### config.mk
export PLATFORM = sky130hd
export DESIGN_NAME = rtc_timer_top
export DESIGN_NICKNAME = d
export VERILOG_FILES = /design/src/rtc_pkg.sv /design/src/rtc_div_if.sv /design/src/rtc_timer_top.sv /design/src/rtc_divider.sv
export SDC_FILE = /design/constraint.sdc
export NUM_CORES = 1
export LEC_CHECK = 0
export ABC_AREA = 1
export BUFFER_PORTS_ARGS = -buffer_cell sky130_fd_sc_hd__buf_2
export CAP_MARGIN = 5
export CORE_MARGIN = 2
export CORE_UTILIZATION = 40
export DETAILED_ROUTE_END_ITERATION = 7
export PLACE_DENSITY = 0.68
export SLEW_MARGIN = 25
export SYNTH_ARGS = -nofsm -noshare
export SYNTH_HDL_FRONTEND = slang
export SYNTH_HIERARCHICAL = 1
export SYNTH_SLANG_ARGS = --single-unit
### constraint.sdc
create_clock -name clk_sys -period 2.2 [get_ports clk_sys]
set_input_delay 0.44 -clock clk_sys [delete_from_list [all_inputs] [get_ports clk_sys]]
set_output_delay 0.44 -clock clk_sys [all_outputs]
set_load 0.01 [all_outputs]
### src/rtc_pkg.sv
// Constants and types shared by the real-time clock block
package rtc_pkg;
   // ------------------------------------------------------------
   // Widths
   // ------------------------------------------------------------
   localparam int PREDIV_W = 6;
   localparam int DIV_W = 20;
   localparam int TIME_W = 32;
   localparam int TIMER_W = 58;
   localparam int NTICK_W = 16;
   localparam int DET_W = 12;
   // ------------------------------------------------------------
   // Counts and timing
   // ------------------------------------------------------------
   localparam int PREDIV_RATIO = 64;
   localparam logic [PREDIV_W-1:0] PREDIV_LAST = PREDIV_W'(PREDIV_RATIO - 1);
   localparam int CLK_FREQ_MHZ = 40;
   localparam int DETECT_WINDOW_US = 100;
   localparam int DETECT_CYCLES = DETECT_WINDOW_US * CLK_FREQ_MHZ;
   localparam logic [DET_W-1:0] DETECT_LAST = DET_W'(DETECT_CYCLES - 1);
   localparam logic [1:0] DETECT_MIN_EDGES = 2'h2;
   // ------------------------------------------------------------
   // Reset values
   // ------------------------------------------------------------
   localparam logic [DIV_W-1:0] PRESCALE_RST = 20'h0_0000;
   localparam logic [TIME_W-1:0] TIME_RST = 32'h0000_0000;
   localparam logic [TIME_W-1:0] ALARM_RST = 32'hFFFF_FFFF;
   localparam logic [NTICK_W-1:0] NTICK_RST = 16'h0000;
   // ------------------------------------------------------------
   // Operating states
   // ------------------------------------------------------------
   typedef enum logic [1:0] {
      ST_DETECT = 2'h0,
      ST_RUN = 2'h1,
      ST_PDOWN = 2'h3
   } rtc_state_type;
endpackage

### src/rtc_div_if.sv
// Link between the timer control and the tick divider
`timescale 1ns/1ps
`default_nettype none
interface rtc_div_if;
   import rtc_pkg::*;
   logic run;
   logic lp_mode;
   logic lp_edge;
   logic [DIV_W-1:0] reload_val;
   logic tick;
   logic [PREDIV_W-1:0] pre_count;
   logic [DIV_W-1:0] div_count;
   modport ctrl (output run, output lp_mode, output lp_edge, output reload_val,
      input tick, input pre_count, input div_count);
   modport div (input run, input lp_mode, input lp_edge, input reload_val,
      output tick, output pre_count, output div_count);
endinterface
`default_nettype wire

### src/rtc_timer_top.sv
// Real-time clock: source detect, tick divider, time counter, alarm and wake
`timescale 1ns/1ps
`default_nettype none
// Operation
// - Count from main or low-power oscillator
// - Tick and every-n-ticks requests, each enabled
// - Whole chain forms a 58-bit timer
// - Wake from power-down when wake configured
// - Divider stepped by CPU clock over 64 or by low-power clock rising edges
// - Divider reloads prescale value every tick
// - Loadable 32-bit time counter counts ticks
// - Alarm request when time equals alarm
// - Tick, every-n-ticks and alarm requests wake the chip
// - Oscillator-off bit stops oscillator in power-down
// - Disabled block: both oscillators off in power-down
// - Low-power clock found: main oscillator off in power-down
// - No low-power clock: main kept unless disabled or oscillator-off bit set
// - All control reachable from the CPU side
module rtc_timer_top
   import rtc_pkg::*;
(
   input wire logic clk_sys,
   input wire logic reset_n,
   input wire logic lowpower_osc_input,
   input wire logic rtc_enable,
   input wire logic osc_off_in_powerdown,
   input wire logic powerdown_wake_cfg,
   input wire logic powerdown_req,
   input wire logic prescale_wr,
   input wire logic [DIV_W-1:0] prescale_wdata,
   input wire logic time_wr,
   input wire logic [TIME_W-1:0] time_wdata,
   input wire logic alarm_wr,
   input wire logic [TIME_W-1:0] alarm_wdata,
   input wire logic nticks_wr,
   input wire logic [NTICK_W-1:0] nticks_wdata,
   input wire logic tick_irq_en,
   input wire logic nticks_irq_en,
   input wire logic alarm_irq_en,
   output logic [TIME_W-1:0] time_count,
   output logic [TIMER_W-1:0] timer_chain,
   output logic tick_irq,
   output logic nticks_irq,
   output logic alarm_irq,
   output logic wake_req,
   output logic main_osc_enable,
   output logic lowpower_osc_enable,
   output logic lowpower_mode
);
   rtc_state_type state_reg, state_next;
   logic lp_sync1_reg, lp_sync2_reg, lp_sync3_reg;
   logic [DET_W-1:0] det_cnt_reg;
   logic [1:0] det_edges_reg;
   logic lp_mode_reg;
   logic [DIV_W-1:0] prescale_reg;
   logic [TIME_W-1:0] time_reg, time_next;
   logic [TIME_W-1:0] alarm_reg;
   logic [NTICK_W-1:0] nticks_reg;
   logic [NTICK_W-1:0] ncnt_reg, ncnt_next;
   logic match_reg;
   logic [TIMER_W-1:0] chain_reg;
   logic tick_irq_reg, nticks_irq_reg, alarm_irq_reg, wake_reg;
   logic main_on_reg, lp_on_reg;
   wire tick;
   wire lp_edge;
   wire in_pd;
   wire det_done;
   wire [NTICK_W-1:0] ncnt_plus1;
   wire nhit;
   wire match_now;
   wire alarm_evt;
   wire wake_evt;
   wire run;
   wire main_on_next;
   wire lp_on_next;

   rtc_div_if dif ();

   rtc_divider u_divider (
      .clk_sys(clk_sys),
      .reset_n(reset_n),
      .dif(dif)
   );

   // ------------------------------------------------------------
   // Low-power oscillator sampling and detection
   // ------------------------------------------------------------
   assign lp_edge = lp_sync2_reg && !lp_sync3_reg;
   assign det_done = (state_reg == ST_DETECT) && (det_cnt_reg == DETECT_LAST);

   always_ff @(posedge clk_sys) begin
      lp_sync1_reg <= lowpower_osc_input;
      lp_sync2_reg <= lp_sync1_reg;
      lp_sync3_reg <= lp_sync2_reg;
   end

   always_ff @(posedge clk_sys) begin
      if (!reset_n) begin
         det_cnt_reg <= '0;
         det_edges_reg <= '0;
         lp_mode_reg <= 1'b0;
      end else if (state_reg == ST_DETECT) begin
         det_cnt_reg <= det_cnt_reg + 1'b1;
         if (lp_edge && det_edges_reg != 2'h3) begin
            det_edges_reg <= det_edges_reg + 1'b1;
         end
         if (det_done) begin
            lp_mode_reg <= (det_edges_reg >= DETECT_MIN_EDGES);
         end
      end
   end

   // ------------------------------------------------------------
   // Operating state
   // ------------------------------------------------------------
   assign in_pd = (state_reg == ST_PDOWN);
   assign wake_evt = (tick && tick_irq_en) || (alarm_evt && alarm_irq_en)
      || (nhit && nticks_irq_en);

   always_comb begin
      state_next = state_reg;
      case (state_reg)
         ST_DETECT: begin
            if (det_done) begin
               state_next = ST_RUN;
            end
         end
         ST_RUN: begin
            if (powerdown_req) begin
               state_next = ST_PDOWN;
            end
         end
         ST_PDOWN: begin
            if (!powerdown_req || (powerdown_wake_cfg && wake_evt)) begin
               state_next = ST_RUN;
            end
         end
         default: begin
            state_next = ST_DETECT;
         end
      endcase
   end

   // ------------------------------------------------------------
   // Oscillator control and counting permission
   // ------------------------------------------------------------
   assign run = rtc_enable && ((state_reg == ST_RUN)
      || (in_pd && !(lp_mode_reg && osc_off_in_powerdown)));
   assign main_on_next = !in_pd
      || (!lp_mode_reg && rtc_enable && !osc_off_in_powerdown);
   assign lp_on_next = (state_reg == ST_DETECT)
      || (lp_mode_reg && rtc_enable && !(in_pd && osc_off_in_powerdown));

   assign dif.run = run;
   assign dif.lp_mode = lp_mode_reg;
   assign dif.lp_edge = lp_edge;
   assign dif.reload_val = prescale_reg;
   assign tick = dif.tick;

   // ------------------------------------------------------------
   // Time counter, alarm and n-tick counter
   // ------------------------------------------------------------
   assign time_next = time_wr ? time_wdata : (tick ? time_reg + 1'b1 : time_reg);
   assign match_now = (time_reg == alarm_reg);
   assign alarm_evt = match_now && !match_reg;
   assign ncnt_plus1 = ncnt_reg + 1'b1;
   assign nhit = tick && (nticks_reg != '0) && (ncnt_plus1 == nticks_reg);
   assign ncnt_next = nticks_wr ? '0 : (nhit ? '0 : (tick ? ncnt_plus1 : ncnt_reg));

   always_ff @(posedge clk_sys) begin
      if (!reset_n) begin
         state_reg <= ST_DETECT;
         prescale_reg <= PRESCALE_RST;
         time_reg <= TIME_RST;
         alarm_reg <= ALARM_RST;
         nticks_reg <= NTICK_RST;
         ncnt_reg <= '0;
         match_reg <= 1'b0;
         chain_reg <= '0;
         tick_irq_reg <= 1'b0;
         nticks_irq_reg <= 1'b0;
         alarm_irq_reg <= 1'b0;
         wake_reg <= 1'b0;
         main_on_reg <= 1'b1;
         lp_on_reg <= 1'b1;
      end else begin
         state_reg <= state_next;
         if (prescale_wr) begin
            prescale_reg <= prescale_wdata;
         end
         if (alarm_wr) begin
            alarm_reg <= alarm_wdata;
         end
         if (nticks_wr) begin
            nticks_reg <= nticks_wdata;
         end
         time_reg <= time_next;
         ncnt_reg <= ncnt_next;
         match_reg <= match_now;
         chain_reg <= {time_reg, dif.div_count, dif.pre_count};
         tick_irq_reg <= tick && tick_irq_en;
         nticks_irq_reg <= nhit && nticks_irq_en;
         alarm_irq_reg <= alarm_evt && alarm_irq_en;
         wake_reg <= in_pd && powerdown_wake_cfg && wake_evt;
         main_on_reg <= main_on_next;
         lp_on_reg <= lp_on_next;
      end
   end

   assign time_count = time_reg;
   assign timer_chain = chain_reg;
   assign tick_irq = tick_irq_reg;
   assign nticks_irq = nticks_irq_reg;
   assign alarm_irq = alarm_irq_reg;
   assign wake_req = wake_reg;
   assign main_osc_enable = main_on_reg;
   assign lowpower_osc_enable = lp_on_reg;
   assign lowpower_mode = lp_mode_reg;
endmodule
`default_nettype wire

### src/rtc_divider.sv
// Fixed pre-divider and reloadable tick divider
`timescale 1ns/1ps
`default_nettype none
module rtc_divider
   import rtc_pkg::*;
(
   input wire logic clk_sys,
   input wire logic reset_n,
   rtc_div_if.div dif
);
   logic [PREDIV_W-1:0] pre_reg;
   logic [PREDIV_W-1:0] pre_next;
   logic [DIV_W-1:0] div_reg;
   logic [DIV_W-1:0] div_next;
   logic tick_reg;
   logic tick_next;
   wire pre_wrap;
   wire step;
   wire div_zero;

   // ------------------------------------------------------------
   // Step selection and count down
   // ------------------------------------------------------------
   assign pre_wrap = (pre_reg == PREDIV_LAST);
   assign step = dif.run && (dif.lp_mode ? dif.lp_edge : pre_wrap);
   assign div_zero = (div_reg == '0);
   assign pre_next = (dif.run && !dif.lp_mode) ? pre_reg + 1'b1 : pre_reg;
   assign div_next = !step ? div_reg : (div_zero ? dif.reload_val : div_reg - 1'b1);
   assign tick_next = step && div_zero;

   always_ff @(posedge clk_sys) begin
      if (!reset_n) begin
         pre_reg <= '0;
         div_reg <= PRESCALE_RST;
         tick_reg <= 1'b0;
      end else begin
         pre_reg <= pre_next;
         div_reg <= div_next;
         tick_reg <= tick_next;
      end
   end

   assign dif.tick = tick_reg;
   assign dif.pre_count = pre_reg;
   assign dif.div_count = div_reg;
endmodule
`default_nettype wire

Yosys cells after proc, flatten, opt, wreduce, memory -nomap -nowiden

Cells that the tools add are included.

Register bits: 228
Input bits: 114
Word-level logic and storage cells: 94

Add/sub/neg operators: 6
Order comparisons: 1
Equality and inequality tests: 10
Muxes and demuxes: 8
Bitwise operators: 1
Reduce and logical (&&, ||, !) cells: 45

Operators by type and width:

| kind                                                 | number |
|---|---|
| two-way mux 32 bit                                   | 2 |
| adder 32 x 1 -> 32 bit (second input constant)       | 1 |
| equality test 32 bit                                 | 1 |
| logical AND 1 bit                                    | 23 |
| logical NOT 20 bit                                   | 1 |
| two-way mux 20 bit                                   | 1 |
| subtractor 20 x 1 -> 20 bit (second input constant)  | 1 |
| adder 16 x 1 -> 16 bit (second input constant)       | 1 |
| equality test 16 bit                                 | 1 |
| nonzero test 16 bit                                  | 1 |
| adder 12 x 1 -> 12 bit (second input constant)       | 1 |
| equality test 12 bit (second input constant)         | 1 |
| logical NOT 1 bit                                    | 8 |
| adder 6 x 1 -> 6 bit (second input constant)         | 1 |
| equality test 6 bit (second input constant)          | 1 |
| logical OR 1 bit                                     | 6 |
| two-way mux 2 bit                                    | 3 |
| inequality test 2 bit (second input constant)        | 3 |
| case mux 2 bit (3 select lines)                      | 1 |
| AND reduction 2 bit                                  | 2 |
| AND reduction 3 bit                                  | 1 |
| OR reduction 3 bit                                   | 1 |
| adder 2 x 1 -> 2 bit (second input constant)         | 1 |
| equality test 2 x 1 -> 1 bit (second input constant) | 1 |
| 7 further kinds                                      | 7 |

Longest topological paths before layout

Gate-level depths: netlist (run 1).

Depth after elaboration: 9
Depth in mapped cells: 16
Gate-level depth less buffers: 16

By module

The synthesis (run 1) kept the hierarchy.

By module, submodules not included:

| module        | times used | cells an instance | area an instance (um^2) |
|---|---|---|---|
| rtc_timer_top | 1          | 1218              | 8932.3 |
| rtc_divider   | 1          | 302               | 1806.7 |

Worst setup path after synthesis (run 1)

Ideal clock, no wire load.

Path kind: register -> register
From: register ncnt_reg[0]
To: register ncnt_reg[10]
Data arrival time: 1.781 ns
Required time: 2.053 ns
Path slack: 0.272 ns
Stages on the path, launching flop included: 16
Clock period less this slack: 1.928 ns
Cells stage by stage: dfxtp_1 -> ha_1 -> inv_1 -> nor2_2 -> nand2_1 -> nand2_1 -> nand2_1 -> nand2_1 -> nand2_1 -> nor2_1 -> nand3_1 -> nor2_2 -> nand2_2 -> nand3_4 -> buf_6 -> a211oi_2

Cells in the longest elaborated chain, start to end: 4

Ends and longest elaborated chain:

| item                         | line                 | source |
|---|---|---|
| start: declaration           | rtc_timer_top.sv:59  | `logic [NTICK_W-1:0] ncnt_reg, ncnt_next;` |
| start signal: assignment     | rtc_timer_top.sv:198 | `ncnt_reg <= ncnt_next;` |
| adder 16 x 1 -> 16 bit (*)   | rtc_timer_top.sv:166 | `assign ncnt_plus1 = ncnt_reg + 1'b1;` |
| equality test 16 bit         | rtc_timer_top.sv:167 | `assign nhit = tick && (nticks_reg != '0) && (ncnt_plus1 == nticks_reg);` |
| logical AND 1 bit            | rtc_timer_top.sv:167 |  |
| OR reduction 3 bit (no line) | n/a                  |  |

Mark *: on every way between the ends. The rest lies on a longest branch, timed or not.
A chain may end at the register's enable or synchronous reset.

Final worst setup path (run 1)

From: register ncnt_reg[0]
To: register state_reg[1]

Cells in the longest elaborated chain, start to end: 9

Ends and longest elaborated chain:

| item                                     | line                 | source |
|---|---|---|
| adder 16 x 1 -> 16 bit                   | rtc_timer_top.sv:166 |  |
| equality test 16 bit                     | rtc_timer_top.sv:167 |  |
| logical AND 1 bit                        | rtc_timer_top.sv:167 |  |
| logical AND 1 bit                        | rtc_timer_top.sv:118 | `\|\| (nhit && nticks_irq_en);` |
| logical OR 1 bit                         | rtc_timer_top.sv:118 |  |
| logical AND 1 bit                        | rtc_timer_top.sv:134 | `if (!powerdown_req \|\| (powerdown_wake_cfg && wake_evt)) begin` |
| logical OR 1 bit                         | rtc_timer_top.sv:134 |  |
| inequality test 2 x 1 -> 1 bit (no line) | n/a                  |  |
| AND reduction 3 bit (no line)            | n/a                  |  |
| end signal: assignment                   | rtc_timer_top.sv:187 | `state_reg <= state_next;` |
| end: declaration                         | rtc_timer_top.sv:50  | `rtc_state_type state_reg, state_next;` |

Every way passes these cells.

==> run summary, run 1 <==
outcome - complete, no violations
Die Y - 167.9 um
dominant synthesized flop cell - dfxtp_1
area of the core - 0.02621 mm2
largest net degree at the start of global routing - 46
post-synth top area share - 0.4250
Synth top cells by count - nand2_1 (398), dfxtp_1 (228), inv_1 (177), nor2_1 (161), nand3_1 (116)
final wirelength - 28870 um
Max Cap Viol - 0
post-synthesis async set-or-reset flop share - 0
Clock Latency Late Sink - 0.54 ns
fin crit share - 0.9104
Synth area leader - dfxtp_1
clk sink count - 228
DRT antenna net count - 0
crit path launch - ncnt_reg[0]
Startpoint Class - flip-flop
Clock power frac - 0.438
worst vdd ir - 0.0008138 V
final hold slack - 0.1149 ns
Slew Viols, Final - 0
synthesized cell area - 0.01074 mm2
combinational fraction of design power - 0.084
register area share after synthesis - 0.4250
FF-to-FF Start - ncnt_reg[0]
r2r endpoint - state_reg[1]
number of synthesized flops with an enable pin - 0
clk buf depth - 3
Design Power - 9208 uW
#FFs+latches synth - 228
max reg flops - 58
initial core utilization - 0.4098
critical path endpoint category - flip-flop
flop2flop setup slack - 0.20 ns
Overflow after GRT - 0
crit path time final - 2.003 ns
Hold EP - alarm_reg[25]
unrepaired setup endpoints after global routing - yes
final worst-path setup slack - 0.1970 ns
Max H-tree Level - 1
nets@finish - 1859
final setup violation count - 0
share of cells above drive strength 1 - 0.2151
Area Overhead vs Synth - 22.53%
Synth area leaders - dfxtp_1 (43%), nand2_1 (14%), inv_1 (6.2%)
fillers - 2571
Final Util - 0.5021
Net Switching - 2263 uW
Post-Place Worst Slack - 0.05441 ns
area of the multi-input gates - 0.005234 mm2
Residual DRC - 0
CTS tree - built
Setup CP Type - flip-flop to flip-flop
Initial DRT Pass Iterations - 5
initial antenna violation count - 5
Hold Violations, Final - 0
WP data arrival - 2.40 ns
input/output buffers - 210
drt wl/cell - 13.80 um
f_max - 499.3 MHz
Ports - 211
register area - 0.004572 mm2
worst reg2reg path depth - 14
Worst slew margin - 0.6128
worst slew pin tran - 0.5802 ns
Iteration-0 DRC Markers - 753
post-DP HPWL - 21050 um
crit-path max FO - 7
top-count cell post-synth - nand2_1
Total Routing Usage GR - 0.1991
Cell Pwr Density - 699.8 mW/mm2
Synth Area per Inst - 7.065 um2
leakage - 0.006386 uW
Synth Warn # - 6
Sw Share - 0.2457
CTS Root Cell - clkbuf_16
hold_sp - alarm_wdata[25]
Clock Skew - 0.02374 ns
Hold Crit Class - primary input to flip-flop
vias - 10300
Syn Nets - 1643
number of global-route vias before repair - 9728
Die W - 167.9 um
Mapped Cells - 1520
Distinct cells, synth - 43
Seq pwr share - 0.478
internal power - 6946 uW
Rows - 59
RePlAce Congestion - 0.8978
DR vias/cell - 4.924
first-pass GRT wire length - 46970 um
Hold Path Cell Cnt - 3
clock-pin slew on the worst setup and hold paths - 0.06 ns
Die ar. - 0.02817 mm2
Crit path required time - 2.60 ns
CTS Buf Count - 26
worst max path at each step:
stage / to / slack, ns / cells past startpoint
final: state_reg[1] / 0.20 / 14
after global routing: ncnt_reg[1] / -0.03 / 14
after CTS: state_reg[1] / 0.03 / 14
after detailed placement: state_reg[1] / 0.05 / 14
after global placement: state_reg[1] / 0.13 / 16
after floorplan: ncnt_reg[10] / 0.27 / 15
cell type report:
| cell class | count | share of cell area |
|---|---|---|
| timing repair buffer | 258 | 0.1114 |
| clock buffer | 36 | 0.05306 |
| clock inverter | 9 | 0.006371 |
| inverter | 180 | 0.05135 |
| tap | 335 | 0.03185 |
| antenna | 4 | 0.0007607 |
| sequential | 228 | 0.3474 |
| multi-input combinational | 1042 | 0.3977 |
stage by stage:
step,TNS [ns],instances,instance area [um2]
2_1_floorplan,0,1520,10740
3_3_place_gp,0,2038,12280
3_5_place_dp,0,2038,12280
4_1_cts,0,2084,13070
5_1_grt,-0.1001,2092,13160
6_report,0,2092,13160
repair_timing:
| item | in CTS | in global routing |
|---|---|---|
| setup buffers | 0 | 4 |
| resized for setup | 0 | 13 |
| hold buffers | 1 | 0 |
| setup endpoints to repair | 0 | 19 |
| hold endpoints to repair | 1 | 0 |
logic make-up (layout without fill, tap and decap cells):
family | after synthesis | in the layout | synth area share
adder cells (fa/ha/maj) | 9 | 9 | 0.01049
flip-flops | 228 | 228 | 0.4250
AO/OA/AOI/OAI | 197 | 197 | 0.1078
XOR/XNOR | 55 | 55 | 0.04614
buffers and inverters | 250 | 483 | 0.09029
other | 0 | 4 | 0
AND/OR/NAND/NOR | 781 | 781 | 0.3203
worst max-delay path: stages (launching register included):
cell,delay [ns]
dfxtp_2,0.36
ha_2,0.20
nand3_2,0.12
nor2_4,0.20
nand3_1,0.12
nand3_1,0.10
nand2_1,0.05
nor2_1,0.12
nand2_1,0.09
nor2_2,0.12
nand3_1,0.13
nand2_1,0.08
nand2_1,0.07
nand2_1,0.06
a21oi_1,0.05
per-layer routing:
layer	routed length [um]	share of wire	GRT usage	up-vias
li1	-	-	-	5271
met1	12780	0.44	0.2545	4715
met2	13660	0.47	0.3383	252
met3	1420	0.049	0.02985	60
met4	998	0.035	0.07977	2
met5	13	0.00045	0	-
power by group through the flow:
stage,combinational (uW),clock (uW),sequential [uW]
after floorplan,432,0,4490
after global placement,754,0,4490
after detailed placement,764,0,4490
after CTS,769,4160,4400
after global routing,874,4300,4420
final,773,4030,4400
cell usage in the layout (no fill, tap or decap), drive strengths merged, types with 2 or more instances in the layout:
cell type,n
ha,9
nor3,30
nand3,120
o211ai,4
a31oi,20
clkinv,7
a21oi,75
a22oi,5
dfxtp,228
o21ai,73
nor2,187
inv,180
nor3b,2
nor4,2
diode,4
or2,8
a211oi,16
buf,257
nand2,407
xnor2,26
clkbuf,36
nand3b,8
xor2,28
nand4,17
(Power assumes the default switching activity.)
==> run 2, diff against run 1 <==
--- a/config.mk
+++ b/config.mk
@@ -9,9 +9,10 @@
 export BUFFER_PORTS_ARGS = -buffer_cell sky130_fd_sc_hd__buf_2
 export CAP_MARGIN = 5
 export CORE_MARGIN = 2
-export CORE_UTILIZATION = 40
+export CORE_UTILIZATION = 45
 export DETAILED_ROUTE_END_ITERATION = 7
-export PLACE_DENSITY = 0.68
+export GPL_TIMING_DRIVEN = 0
+export PLACE_DENSITY = 0.74
 export SLEW_MARGIN = 25
 export SYNTH_ARGS = -nofsm -noshare
 export SYNTH_HDL_FRONTEND = slang
==> run 2 against run 1 <==
Against the previous run: final area is 2.2% higher; final cell count is 0.67% higher; critical path depth is 1 higher; register-to-register slack worse by 0.17 ns; clock skew is 0.014 ns lower; total power is 6.2% higher; combinational power hardly changed; utilization is 7.1 points higher; routed wire length is 5.0% higher; maximum frequency is 8.0% lower; hold slack better by 0.0030 ns; first-iteration DRC count is 13% higher; critical path type unchanged; highest routed layer is now met4.
==> run summary, run 2 (synthesis gave the netlist of run 1 again) <==
outcome - complete, no violations
Total Routing Usage GR - 0.2317
Die ar. - 0.02512 mm2
Sw Share - 0.2386
f_max - 459.5 MHz
flop2flop setup slack - 0.02 ns
Slew Viols, Final - 0
internal power - 7449 uW
CTS Root Cell - clkbuf_16
max reg flops - 58
DR vias/cell - 4.996
Rows - 56
final setup violation count - 0
Cell Pwr Density - 727.6 mW/mm2
DRT antenna net count - 0
Iteration-0 DRC Markers - 849
Setup TNS Final - 0 ns
Placed Area - 0.01218 mm2
vias - 10522
Net Switching - 2335 uW
Residual DRC - 0
Hold Violations, Final - 0
unrepaired setup endpoints after global routing - yes
initial core utilization - 0.4575
Hold Crit Class - primary input to flip-flop
worst slew pin tran - 0.8009 ns
register area - 0.004593 mm2
most frequent cells in the layout - nand2_1 (393), buf_2 (220), dfxtp_1 (213)
Ports - 211
Max H-tree Level - 1
fillers - 2234
RePlAce Congestion - 0.9085
Overflow after GRT - 0
final wirelength - 30300 um
CTS tree - built
Worst slew margin - 0.4661
initial antenna violation count - 3
first-pass GRT wire length - 46890 um
Crit path required time - 2.57 ns
Initial DRT Pass Iterations - 7
commonest non-fill, non-tap cell in the layout - nand2_1
combinational fraction of design power - 0.079
worst vdd ir - 0.0005248 V
drt wl/cell - 14.39 um
Clock Latency Late Sink - 0.54 ns
Clock Skew - 0.009695 ns
CTS Buf Count - 26
post-DP HPWL - 22070 um
crit path time final - 2.176 ns
design area - 0.01345 mm2
Startpoint Class - flip-flop
area of the multi-input gates - 0.005391 mm2
Clock power frac - 0.471
Die Y - 158.5 um
share of cells above drive strength 1 - 0.2209
crit-path max FO - 7
Setup CP Type - flip-flop to flip-flop
input/output buffers - 209
WP data arrival - 2.55 ns
Seq pwr share - 0.450
Max Cap Viol - 0
clk sink count - 228
leakage - 0.006406 uW
critical path endpoint category - flip-flop
clk buf depth - 3
number of global-route vias before repair - 9683
nets@finish - 1887
fin crit share - 0.9892
Area Overhead vs Synth - 25.21%
Die W - 158.5 um
clock-pin slew on the worst setup and hold paths - 0.06 ns
area of the core - 0.02347 mm2
largest net degree at the start of global routing - 14
run 2: cell types whose count changed in the layout (fill, tap and decap cells not counted), moves of 7 or more:
| cell | change |
|---|---|
| clkbuf_1 | +45 |
| buf_4 | -37 |
| buf_2 | +11 |
| dfxtp_1 | -9 |
| nand3_1 | -7 |
| nor2_1 | -7 |
run 2: final timing paths:
check | start | to | depth (start not counted)
worst max-delay path | ncnt_reg[0] | ncnt_reg[8] | 15
worst min-delay path | alarm_wdata[27] | alarm_reg[27] | 3
worst max register to register | ncnt_reg[0] | ncnt_reg[8] | 15
worst min register to register | lp_sync1_reg | lp_sync2_reg | 0
run 2: power groups by stage:
stage / Sequential (uW) / Combinational [uW] / Clock (uW)
2_1_floorplan: 4490 / 432 / 0
3_3_place_gp: 4480 / 740 / 0
3_5_place_dp: 4490 / 753 / 0
4_1_cts: 4390 / 763 / 4710
5_1_grt: 4420 / 877 / 4880
6_report: 4400 / 776 / 4610
run 2: metal layers:
metal,track usage,vias to the layer above,routed length [um],share of wire
met5,0,-,0,0
met4,0.08752,0,1075,0.035
met3,0.03048,82,1751,0.058
met2,0.3919,334,14440,0.48
met1,0.3018,4780,13040,0.43
li1,-,5326,-,-
run 2: critical path, stage by stage, from the launching register on:
cell and delay, ns:
dfxtp_4 0.38, ha_4 0.17, buf_4 0.13, nand3_1 0.11, nand2_1 0.11, nand3_1 0.12, nand2_1 0.06, inv_1 0.05
nand2_1 0.06, nor2_2 0.12, nand3_2 0.10, nor2_4 0.16, nand2_2 0.08, nand3_4 0.14, clkbuf_16 0.18, a211oi_2 0.04
run 2: final cells by class:
class / instances / share of cell area
multi-input cells: 1042 / 0.4010
plain buffers: 67 / 0.02233
clock inverters: 12 / 0.01321
well taps: 319 / 0.02968
repair buffers: 219 / 0.08579
flip-flops and latches: 228 / 0.3416
diodes: 3 / 0.0005583
inverters: 180 / 0.05025
clock buffers: 36 / 0.05564
run 2: through the flow:
stage	setup WS [ns]	instances	utilization	power [uW]	hold slack [ns]
finish	0.02370	2106	0.5729	9784	0.1179
global placement	-0.2337	2048	0.5191	5220	0.3138
global route	-0.07729	2106	0.5729	10180	0.1103
CTS	0.01667	2097	0.5606	9868	0.09946
floorplan	0.2722	1520	-	4920	0.3096
detailed placement	-0.2699	2048	0.5191	5238	0.3185
run 2: timing repair:
action,CTS,global route
buffers inserted,0,8
hold buffers,1,0
cloned,0,1
setup endpoints to repair,21,31
pin swaps,2,20
resized for setup,13,54
endpoints found under the hold margin,1,0
